--- config.mk ---
export PLATFORM = sky130hd
export DESIGN_NAME = reset_cause_recorder
export DESIGN_NICKNAME = d
export VERILOG_FILES = /design/src/rcr_pkg.sv /design/src/pin_sync.sv /design/src/reset_cause_recorder.sv
export VERILOG_INCLUDE_DIRS = /design/src
export SDC_FILE = /design/constraint.sdc
export NUM_CORES = 1
export LEC_CHECK = 0
export BUFFER_PORTS_ARGS = -buffer_cell sky130_fd_sc_hd__buf_4
export CAP_MARGIN = 30
export CORE_AREA = 2 2 126 98
export CTS_CLUSTER_SIZE = 40
export DETAILED_ROUTE_END_ITERATION = 10
export DIE_AREA = 0 0 128 100
export SLEW_MARGIN = 20
export SYNTH_ARGS = -nofsm -noshare
export SYNTH_HDL_FRONTEND = slang
export SYNTH_SLANG_ARGS = --single-unit
--- constraint.sdc ---
create_clock -name clk_i -period 1.6 [get_ports clk_i]
set_clock_uncertainty 0.2 [all_clocks]
set_input_delay 0.08 -clock clk_i [delete_from_list [all_inputs] [get_ports clk_i]]
set_output_delay 0.08 -clock clk_i [all_outputs]
set_load 0.005 [all_outputs]
--- src/rcr_params.svh ---
`ifndef RCR_PARAMS_SVH
`define RCR_PARAMS_SVH

// ----------------------------------------------------------------------
// Register offsets (byte addresses)
// ----------------------------------------------------------------------
`define OFS_FLAGS     8'h00
`define OFS_STATUS    8'h04
`define OFS_EVT       8'h08
`define OFS_MASK      8'h0c
`define OFS_LAST      8'h10

// ----------------------------------------------------------------------
// Cause flag bits
// ----------------------------------------------------------------------
`define BIT_OVF       7
`define BIT_UNF       6
`define BIT_GAP       5
`define BIT_WDT       4
`define BIT_PIN       3
`define BIT_INSTR     2
`define BIT_POR       1
`define BIT_BROWN     0
`define FLAGS_RST     8'h1c
`define FLAGS_WMASK   8'hdf

// ----------------------------------------------------------------------
// Sleep status bits
// ----------------------------------------------------------------------
`define BIT_TIMEOUT   4
`define BIT_PWRDN     3

// ----------------------------------------------------------------------
// Event bits (interrupt status, mask, last event)
// ----------------------------------------------------------------------
`define EV_BROWN      0
`define EV_WDR        1
`define EV_WWK        2
`define EV_IWK        3
`define EV_PIN        4
`define EV_INS        5
`define EV_OVF        6
`define EV_UNF        7

// ----------------------------------------------------------------------
// Program counter targets and pin sync reset levels
// ----------------------------------------------------------------------
`define VEC_RESET     16'h0000
`define VEC_IRQ       16'h0004
`define SYNC_RST      3'h4

`endif

--- src/rcr_pkg.sv ---
package rcr_pkg;

    typedef enum logic [3:0] {
        ACT_IDLE = 4'h1,
        ACT_ZERO = 4'h2,
        ACT_NEXT = 4'h4,
        ACT_VEC  = 4'h8
    } pc_action_e;

    typedef struct packed {
        pc_action_e  action;
        logic [15:0] addr;
    } pc_ctl_s;

    typedef struct packed {
        logic asleep;
        logic wdt_timeout;
        logic irq_wake;
        logic reset_instr;
        logic stack_over;
        logic stack_under;
    } core_evt_s;

endpackage : rcr_pkg

--- src/pin_sync.sv ---
`timescale 1ns/1ps
`default_nettype none

module pin_sync #(
    parameter int         W       = 1,
    parameter logic [W-1:0] RST_VAL = '0
) (
    // System
    input  wire logic         clk_i,
    input  wire logic         rst_i,
    // Pins and filtered levels
    input  wire logic [W-1:0] d_i,
    output logic      [W-1:0] q_o
);

    genvar g;
    generate
        for (g = 0; g < W; g++) begin : g_bit
            logic s1_r;
            logic s2_r;
            logic s3_r;
            // Level moves only once the last two stages agree
            always_ff @(posedge clk_i) begin
                if (rst_i) begin
                    s1_r     <= RST_VAL[g];
                    s2_r     <= RST_VAL[g];
                    s3_r     <= RST_VAL[g];
                    q_o[g]   <= RST_VAL[g];
                end else begin
                    s1_r <= d_i[g];
                    s2_r <= s1_r;
                    s3_r <= s2_r;
                    if (s2_r == s3_r) begin
                        q_o[g] <= s3_r;
                    end
                end
            end
        end
    endgenerate

endmodule : pin_sync

`default_nettype wire

--- src/reset_cause_recorder.sv ---
// Notes on behaviour
// - Every reset event updates its cause flag; only some update status bits
// - Power-on: sleep bits set, cause flags to defaults
// - Power-on flag reads zero until firmware sets it
// - Brown-out clears its flag, sets pin/instr flags
// - Watchdog reset clears its flag and time-out
// - Watchdog wake clears both sleep bits only
// - Interrupt wake sets time-out, clears power-down
// - Interrupt wake with enable vectors at once to VEC_IRQ
// - Pin reset clears pin flag; in sleep adjusts
// - Reset instruction clears its flag, restarts zero
// - Enabled stack overflow sets overflow flag
// - Enabled stack underflow sets underflow flag
// - Firmware re-arms flags; hardware one direction only, except brown-out
// - Bit five unimplemented, always reads zero
// - Resets restart at zero, wakes continue except an enabled interrupt wake
// - Brown-out is OR of both detectors
//
// Design decisions made here: the placing of the registers and register access over Wishbone.
`timescale 1ns/1ps
`default_nettype none
`include "rcr_params.svh"

module reset_cause_recorder (
    // System
    input  wire logic              clk_i,
    input  wire logic              rst_i,
    // Wishbone slave
    input  wire logic              cyc_i,
    input  wire logic              stb_i,
    input  wire logic              we_i,
    input  wire logic [7:0]        adr_i,
    input  wire logic [3:0]        sel_i,
    input  wire logic [31:0]       dat_i,
    output logic      [31:0]       dat_o,
    output logic                   ack_o,
    // Reset sources
    input  wire logic              brownout_det_i,
    input  wire logic              low_power_brownout_i,
    input  wire logic              external_reset_pin_n_i,
    input  wire rcr_pkg::core_evt_s core_i,
    input  wire logic              stack_reset_enable_i,
    input  wire logic              global_irq_enable_i,
    // Results
    output logic      [7:0]        flags_o,
    output logic                   time_out_bit_o,
    output logic                   power_down_bit_o,
    output rcr_pkg::pc_ctl_s       pc_ctl_o,
    output logic                   irq_o
);

    // ------------------------------------------------------------------
    // Decode
    // ------------------------------------------------------------------
    function automatic logic hit(input logic [7:0] a, input logic [7:0] o);
        hit = (a == o);
    endfunction : hit

    logic        ack_r;
    logic        wr_go;
    logic        wr_flags;
    logic        wr_evt;
    logic        wr_mask;
    logic [7:0]  wdat;

    assign ack_o    = ack_r;
    // Writes commit on the same edge at which the master sees ack
    assign wr_go    = cyc_i & stb_i & we_i & ack_r & sel_i[0];
    assign wr_flags = wr_go & hit(adr_i, `OFS_FLAGS);
    assign wr_evt   = wr_go & hit(adr_i, `OFS_EVT);
    assign wr_mask  = wr_go & hit(adr_i, `OFS_MASK);
    assign wdat     = dat_i[7:0];

    // ------------------------------------------------------------------
    // Pin inputs
    // ------------------------------------------------------------------
    logic [2:0] pins_q;
    logic       bo_lvl;
    logic       pin_lvl;
    logic       bo_prev_r;
    logic       pin_prev_r;

    pin_sync #(
        .W       (3),
        .RST_VAL (`SYNC_RST)
    ) u_sync (
        .clk_i (clk_i),
        .rst_i (rst_i),
        .d_i   ({external_reset_pin_n_i, low_power_brownout_i,
                 brownout_det_i}),
        .q_o   (pins_q)
    );

    assign bo_lvl  = pins_q[0] | pins_q[1];
    assign pin_lvl = ~pins_q[2];

    always_ff @(posedge clk_i) begin
        if (rst_i) begin
            bo_prev_r  <= 1'b0;
            pin_prev_r <= 1'b0;
        end else begin
            bo_prev_r  <= bo_lvl;
            pin_prev_r <= pin_lvl;
        end
    end

    // ------------------------------------------------------------------
    // Events
    // ------------------------------------------------------------------
    logic [7:0] ev;
    logic       restart;

    always_comb begin
        ev              = 8'h00;
        ev[`EV_BROWN]   = bo_lvl & ~bo_prev_r;
        ev[`EV_PIN]     = pin_lvl & ~pin_prev_r;
        ev[`EV_WDR]     = core_i.wdt_timeout & ~core_i.asleep;
        ev[`EV_WWK]     = core_i.wdt_timeout & core_i.asleep;
        ev[`EV_IWK]     = core_i.irq_wake & core_i.asleep;
        ev[`EV_INS]     = core_i.reset_instr;
        ev[`EV_OVF]     = core_i.stack_over & stack_reset_enable_i;
        ev[`EV_UNF]     = core_i.stack_under & stack_reset_enable_i;
    end

    assign restart = ev[`EV_BROWN] | ev[`EV_WDR] | ev[`EV_PIN] |
                     ev[`EV_INS] | ev[`EV_OVF] | ev[`EV_UNF];

    // ------------------------------------------------------------------
    // Cause flags
    // ------------------------------------------------------------------
    logic [7:0] flags_r;
    logic [7:0] flags_nxt;

    // Firmware value first, then each event in turn on top of it
    always_comb begin
        flags_nxt = flags_r;
        if (wr_flags) begin
            flags_nxt = (flags_r & ~`FLAGS_WMASK) |
                        (wdat & `FLAGS_WMASK);
        end
        if (ev[`EV_BROWN]) begin
            flags_nxt[`BIT_BROWN] = 1'b0;
            flags_nxt[`BIT_PIN]   = 1'b1;
            flags_nxt[`BIT_INSTR] = 1'b1;
            flags_nxt[`BIT_OVF]   = 1'b0;
            flags_nxt[`BIT_UNF]   = 1'b0;
        end
        if (ev[`EV_WDR]) begin
            flags_nxt[`BIT_WDT] = 1'b0;
        end
        if (ev[`EV_PIN]) begin
            flags_nxt[`BIT_PIN] = 1'b0;
        end
        if (ev[`EV_INS]) begin
            flags_nxt[`BIT_INSTR] = 1'b0;
        end
        if (ev[`EV_OVF]) begin
            flags_nxt[`BIT_OVF] = 1'b1;
        end
        if (ev[`EV_UNF]) begin
            flags_nxt[`BIT_UNF] = 1'b1;
        end
        flags_nxt[`BIT_GAP] = 1'b0;
    end

    always_ff @(posedge clk_i) begin
        if (rst_i) begin
            flags_r <= `FLAGS_RST;
        end else begin
            flags_r <= flags_nxt;
        end
    end

    assign flags_o = flags_r;

    // ------------------------------------------------------------------
    // Sleep status bits
    // ------------------------------------------------------------------
    logic to_r;
    logic pwrdn_r;
    logic to_nxt;
    logic pwrdn_nxt;

    always_comb begin
        to_nxt    = to_r;
        pwrdn_nxt = pwrdn_r;
        if (ev[`EV_BROWN]) begin
            to_nxt    = 1'b1;
            pwrdn_nxt = 1'b1;
        end
        if (ev[`EV_WDR]) begin
            to_nxt = 1'b0;
        end
        if (ev[`EV_WWK]) begin
            to_nxt    = 1'b0;
            pwrdn_nxt = 1'b0;
        end
        if (ev[`EV_IWK]) begin
            to_nxt    = 1'b1;
            pwrdn_nxt = 1'b0;
        end
        if (ev[`EV_PIN] && core_i.asleep) begin
            to_nxt    = 1'b1;
            pwrdn_nxt = 1'b0;
        end
    end

    always_ff @(posedge clk_i) begin
        if (rst_i) begin
            to_r    <= 1'b1;
            pwrdn_r <= 1'b1;
        end else begin
            to_r    <= to_nxt;
            pwrdn_r <= pwrdn_nxt;
        end
    end

    assign time_out_bit_o   = to_r;
    assign power_down_bit_o = pwrdn_r;

    // ------------------------------------------------------------------
    // Program counter control
    // ------------------------------------------------------------------
    rcr_pkg::pc_ctl_s pc_r;

    // A reset outranks a wake arriving in the same cycle
    always_ff @(posedge clk_i) begin
        if (rst_i) begin
            pc_r.action <= rcr_pkg::ACT_IDLE;
            pc_r.addr   <= `VEC_RESET;
        end else if (restart) begin
            pc_r.action <= rcr_pkg::ACT_ZERO;
            pc_r.addr   <= `VEC_RESET;
        end else if (ev[`EV_IWK] && global_irq_enable_i) begin
            pc_r.action <= rcr_pkg::ACT_VEC;
            pc_r.addr   <= `VEC_IRQ;
        end else if (ev[`EV_IWK] || ev[`EV_WWK]) begin
            pc_r.action <= rcr_pkg::ACT_NEXT;
            pc_r.addr   <= `VEC_RESET;
        end else begin
            pc_r.action <= rcr_pkg::ACT_IDLE;
            pc_r.addr   <= `VEC_RESET;
        end
    end

    assign pc_ctl_o = pc_r;

    // ------------------------------------------------------------------
    // Interrupt status, mask and last event
    // ------------------------------------------------------------------
    logic [7:0] evt_r;
    logic [7:0] mask_r;
    logic [7:0] last_r;

    // A new event wins over a write-one-to-clear in the same cycle
    always_ff @(posedge clk_i) begin
        if (rst_i) begin
            evt_r <= 8'h00;
        end else begin
            evt_r <= (evt_r & ~(wr_evt ? wdat : 8'h00)) | ev;
        end
    end

    always_ff @(posedge clk_i) begin
        if (rst_i) begin
            mask_r <= 8'h00;
        end else if (wr_mask) begin
            mask_r <= wdat;
        end
    end

    always_ff @(posedge clk_i) begin
        if (rst_i) begin
            last_r <= 8'h00;
        end else if (|ev) begin
            last_r <= ev;
        end
    end

    assign irq_o = |(evt_r & mask_r);

    // ------------------------------------------------------------------
    // Wishbone answer
    // ------------------------------------------------------------------
    logic [7:0] rd_byte;

    always_comb begin
        if (hit(adr_i, `OFS_FLAGS)) begin
            rd_byte = flags_r;
        end else if (hit(adr_i, `OFS_STATUS)) begin
            rd_byte = 8'h00;
            rd_byte[`BIT_TIMEOUT] = to_r;
            rd_byte[`BIT_PWRDN]   = pwrdn_r;
        end else if (hit(adr_i, `OFS_EVT)) begin
            rd_byte = evt_r;
        end else if (hit(adr_i, `OFS_MASK)) begin
            rd_byte = mask_r;
        end else if (hit(adr_i, `OFS_LAST)) begin
            rd_byte = last_r;
        end else begin
            rd_byte = 8'h00;
        end
    end

    // Ack after one cycle; drops the cycle after it was given
    always_ff @(posedge clk_i) begin
        if (rst_i) begin
            ack_r <= 1'b0;
        end else begin
            ack_r <= cyc_i & stb_i & ~ack_r;
        end
    end

    always_ff @(posedge clk_i) begin
        if (rst_i) begin
            dat_o <= 32'h0000_0000;
        end else if (cyc_i && stb_i && !ack_r) begin
            dat_o <= {24'h00_0000, rd_byte};
        end
    end

    logic only_wwk;
    logic only_iwk;
    assign only_wwk = (ev == (8'h01 << `EV_WWK)) && !wr_flags;
    assign only_iwk = (ev == (8'h01 << `EV_IWK)) && !wr_flags;
endmodule : reset_cause_recorder

`default_nettype wire

## Word-level counts from Yosys, hierarchy flattened

Cells that the tools add are included.

- Input bits: 60
- Word-level logic and storage cells: 115
- Register bits after elaboration: 77
- Output and inout port bits: 64

- Multiplexer cells: 23
- Bitwise operators: 31
- Reduce and logical (&&, ||, !) cells: 20
- Equality and inequality tests: 7

Operator list:

| cell | count |
|---|---|
| $mux W8 | 7 |
| $mux W20 | 1 |
| $mux W19 | 1 |
| $mux W18 | 1 |
| $and A8 B8 Y8 | 2 |
| $eq A8 B4 Y1 const B | 2 |
| $reduce_or A8 Y1 | 2 |
| $and A1 B1 Y1 | 15 |
| $reduce_bool A3 Y1 | 5 |
| $mux W1 | 11 |
| $eq A8 B3 Y1 const B | 1 |
| $eq A8 B5 Y1 const B | 1 |
| $logic_not A8 Y1 | 1 |
| $not A8 Y8 | 1 |
| $or A6 B8 Y8 | 1 |
| $or A8 B8 Y8 | 1 |
| $or A1 B1 Y1 | 6 |
| $reduce_or A3 Y1 | 2 |
| $not A1 Y1 | 5 |
| $logic_and A1 B1 Y1 | 4 |
| $mux W2 | 2 |
| $reduce_bool A4 Y1 | 1 |
| $reduce_or A2 Y1 | 2 |
| $eq A1 B1 Y1 | 3 |
| 3 further kinds | 3 |

## Depth between registers and ports, before layout

- Depth after elaboration: 9
- Gate-level depth with buffers: 6
- Mapped depth without buffers: 4

## Hierarchy

From an unflattened synthesis, not the netlist that was laid out.

- Cell total of the unflattened synthesis: 301
- Area total of the unflattened synthesis: 2816.5 µm²

Modules (own cells, without submodules):

| module | seq. area each (µm²) | area an instance (µm²) | cells an instance | instances |
|---|---|---|---|---|
| reset_cause_recorder | 960.9 | 2463.6 | 270 | 1 |
| pin_sync | 240.2 | 352.8 | 31 | 1 |

## Least setup slack after synthesis

Ideal clock, no wire load.

- Kind: register to register
- Start point: register ack_r, in the netlist ack_o
- End point: register evt_r[2]
- Period minus slack after synthesis: 1.755 ns
- Setup slack: -0.155 ns
- Setup time: 0.154 ns
- Data required time: 1.246 ns
- Data arrival time: 1.401 ns
- Path buffers: 0
- Stages on the path, launching flop included: 5
- Cells stage by stage: dfxtp_1 > nand3_1 > or2_2 > nor3_1 > a311oi_1

- Cells in the longest elaborated chain, start to end: 7

RTL lines:

| what | RTL line | text |
|---|---|---|
| start: declaration | reset_cause_recorder.sv:59 | `logic ack_r;` |
| start signal: assignment | reset_cause_recorder.sv:310 | `ack_r <= cyc_i & stb_i & ~ack_r;` |
| $and A1 B1 Y1 (2 in a row) | reset_cause_recorder.sv:68 | `assign wr_go = cyc_i & stb_i & we_i & ack_r & sel_i[0];` |
| $and A1 B1 Y1 | reset_cause_recorder.sv:70 | `` assign wr_evt = wr_go & hit(adr_i, `OFS_EVT); `` |
| $mux W8 | reset_cause_recorder.sv:260 | `evt_r <= (evt_r & ~(wr_evt ? wdat : 8'h00)) \| ev;` |
| $not A8 Y8 | reset_cause_recorder.sv:260 |  |
| $and A8 B8 Y8 | reset_cause_recorder.sv:260 |  |
| $or A8 B8 Y8 | reset_cause_recorder.sv:260 |  |
| end signal: assignment | reset_cause_recorder.sv:260 |  |
| end: declaration | reset_cause_recorder.sv:251 | `logic [7:0] evt_r;` |

No other way between the ends.
A chain may end at the register's enable or synchronous reset.

## Worst setup path after layout

- Start point: register ack_r, in the netlist ack_o
- End point: register flags_r[7], in the netlist flags_o[7]

- Cells in the longest elaborated chain, start to end: 4

RTL lines:

| what | RTL line | text |
|---|---|---|
| $and A1 B1 Y1 (2 in a row) | reset_cause_recorder.sv:68 |  |
| $and A1 B1 Y1 | reset_cause_recorder.sv:69 | `` assign wr_flags = wr_go & hit(adr_i, `OFS_FLAGS); `` |
| $reduce_bool A3 Y1 (no source line) | n/a |  |
| end signal: assignment | reset_cause_recorder.sv:168 | `` flags_r <= `FLAGS_RST; `` |
| end signal: assignment | reset_cause_recorder.sv:170 | `flags_r <= flags_nxt;` |
| end: declaration | reset_cause_recorder.sv:131 | `logic [7:0] flags_r;` |

No other way between the ends.

==> metrics.txt <==
status=completed; fillers=1,210; worst vdd ir=~0.38 mV; worst-path fanout max=4; clock sink count=60; dpl hpwl=roughly 6.0 mm; ranking of synthesized cells by area=dfxtp_1 (43%), buf_4 (11%), mux2i_1 (5.7%), o21ai_0 (3.7%), nor2_1 (3.5%); gr usage total=0.1313; NumNets Final=about 470; routed len/inst=14.70 µm; Syn Area/Cell=~9 µm²; via count=2,545; startpoint of the worst hold path=adr_i[0]; Clock Path Buffers=2; critical path class=reg -> reg; r2r startpoint=ack_o; vias per inst=4.528; Yosys reg bits=60; synthesized instance count=roughly 310; number of global-route vias before repair=2,473; final std cells w/o fill=about 560; Power Total=3.625 mW; port buffer count=56; Final Hold Viols=0; placed cell areas=0.003415 mm²; Synth Cell Area=0.002821 mm²; Post-synth top flop=dfxtp_1; Worst Path Required=1650 ps; CP Cell Sequence=nand3_1 > or2_4 > or4_1 > o211ai_1; slowest CP cell=or4_1; 1st-pass router iterations=4; global-route congestion overflow total=0; Tcrit/Tclk final=0.9777; Worst-path clk slew=~50 ps; Final Slew Violations=0; max_cap viols=0; initial core utilization=0.2404; full die area=0.01280 mm²; final worst hold slack=84.54 ps; reg2reg setup slack=40 ps; top cell type by total area after synthesis=dfxtp_1; Setup crit start kind=flop; routability cong.=0.8659; Post-Place Cells=528; Chip Width=128 µm; RSZ-0062 raised after global routing=yes; Post-synth top cells=dfxtp_1 (60), buf_4 (41), nor2_1 (26), o21ai_0 (21), a21oi_1 (18); Final Util=0.3367; Synth-to-Final Area Change=40.04%; pwr dens=917.4 mW/mm²; Num CTS Buffers=9; Reg2Reg Depth=4; Max stage delay on crit path=about 500 ps; IO Pins=between 100 and 150; FMAX=0.6393 GHz; n_diodes=0; ANT nets after route=0; global-route wire length before repair=12.95 mm; final instance area=0.003951 mm²; end point of the critical path=flags_o[7]; htree depth=3; Ys Warns=0; CORE AREA=0.01174 mm²; Setup-failing EPs final=0; CTS tree=built; Leakage=1.747 nW; Iter 0 DRT Violations=90; share of layout cells above drive strength 1=0.2657; post-synth top area share=0.4257; Post-synth EDFFs=0; DRC Markers=0; most frequent cell after synthesis=dfxtp_1; DRT Wirelength=8.259 mm; min cycle time layout=1564 ps; fraction of registers with async set or reset after synthesis=0; Setup crit start=ack_o; Skew-Pair Late Insertion Delay=320 ps; Critical Path AT=~1600 ps; share of the yosys chip area belonging to registers=0.4257; root buf cell=clkbuf_16; initial antenna violation count=0; Final WS setup=35.67 ps; largest net degree at the start of global routing=31; Yosys cell types=43; crit end category=flop; worst hold path class=in -> reg; row count=35; RR Endpoint=flags_o[7]; worst slack at placement=-132.3 ps; setup_tns=0 ps; DIE HEIGHT=100 µm
-- registers in the layout, indices dropped and copies added (netlist names) --
name,count
pc_ctl_o,4
u_sync.q_o,3
last_r,8
mask_r,8
u_sync.g_bit.s1_r,3
bo_prev_r,1
ack_o,1
u_sync.g_bit.s3_r,3
evt_r,8
pin_prev_r,1
time_out_bit_o,1
u_sync.g_bit.s2_r,3
power_down_bit_o,1
dat_o,8
flags_o,7
-- where the power goes --
part | switching [mW] | total (mW) | internal, mW
logic | 0.202 | 0.411 | 0.209
registers | 0.0338 | 1.58 | 1.54
clock network | 0.586 | 1.64 | 1.05
-- critical path, delay by kind of cell, from the launching register on --
family          cells  cell delay, ps
simple gates        3             840
flops               1             360
compound gates      1              90
-- area by class of cell --
class	instances	area, µm²	area share
Clock buffer	12	246.5	0.06238
Sequential cell	60	1205	0.3049
Multi-Input combinational cell	231	1436	0.3635
Inverter	6	22.52	0.005700
Tap cell	148	185.2	0.04687
Timing Repair Buffer	105	855.8	0.2166
-- metal layers --
| metal | track usage | wire length, µm |
|---|---|---|
| met5 | 0 | 0 |
| met4 | 0.04396 | 89 |
| met3 | 0.03678 | 534 |
| met2 | 0.1942 | 3695 |
| met1 | 0.1843 | 3939 |
-- layout by cell type (no fill, tap or decap), drive strengths merged, types with 5 or more instances in the layout --
cell type,count
buf,84
dfxtp,60
conb,40
nor2,26
dlygate4sd3,21
o21ai,21
a21oi,18
mux2i,16
nand2,14
clkbuf,12
nor2b,10
a22oi,9
a311oi,8
o21a,7
or2,7
inv,6
nand2b,5
a22o,5
a2bb2oi,5
-- kinds of logic after synthesis --
family	share of synthesized area
AND/OR/NAND/NOR	0.1605
multiplexers	0.05676
flip-flops	0.4257
AO/OA/AOI/OAI	0.2160
other	0.001329
buffers and inverters	0.1397
-- what timing repair did --
action                                  in CTS  in global routing
hold buffers                                23                  0
cloned                                       0                  0
hold endpoints to repair                    38                  0
setup buffers                                0                  1
endpoints found under the setup margin      19                 19
pin swaps                                    0                  2
resized for setup                            6                 10
-- how the worst min path moves through the flow --
stage | end | slack (ps) | depth (start not counted)
after floorplan | u_sync.g_bit[2].s1_r | -20 | 1
after global placement | u_sync.g_bit[2].s1_r | 70 | 2
after detailed placement | u_sync.g_bit[2].s1_r | 70 | 2
after CTS | flags_o[7] | 70 | 5
after global routing | flags_o[7] | 110 | 5
final | flags_o[7] | 80 | 5
(Power assumes the default switching activity.)
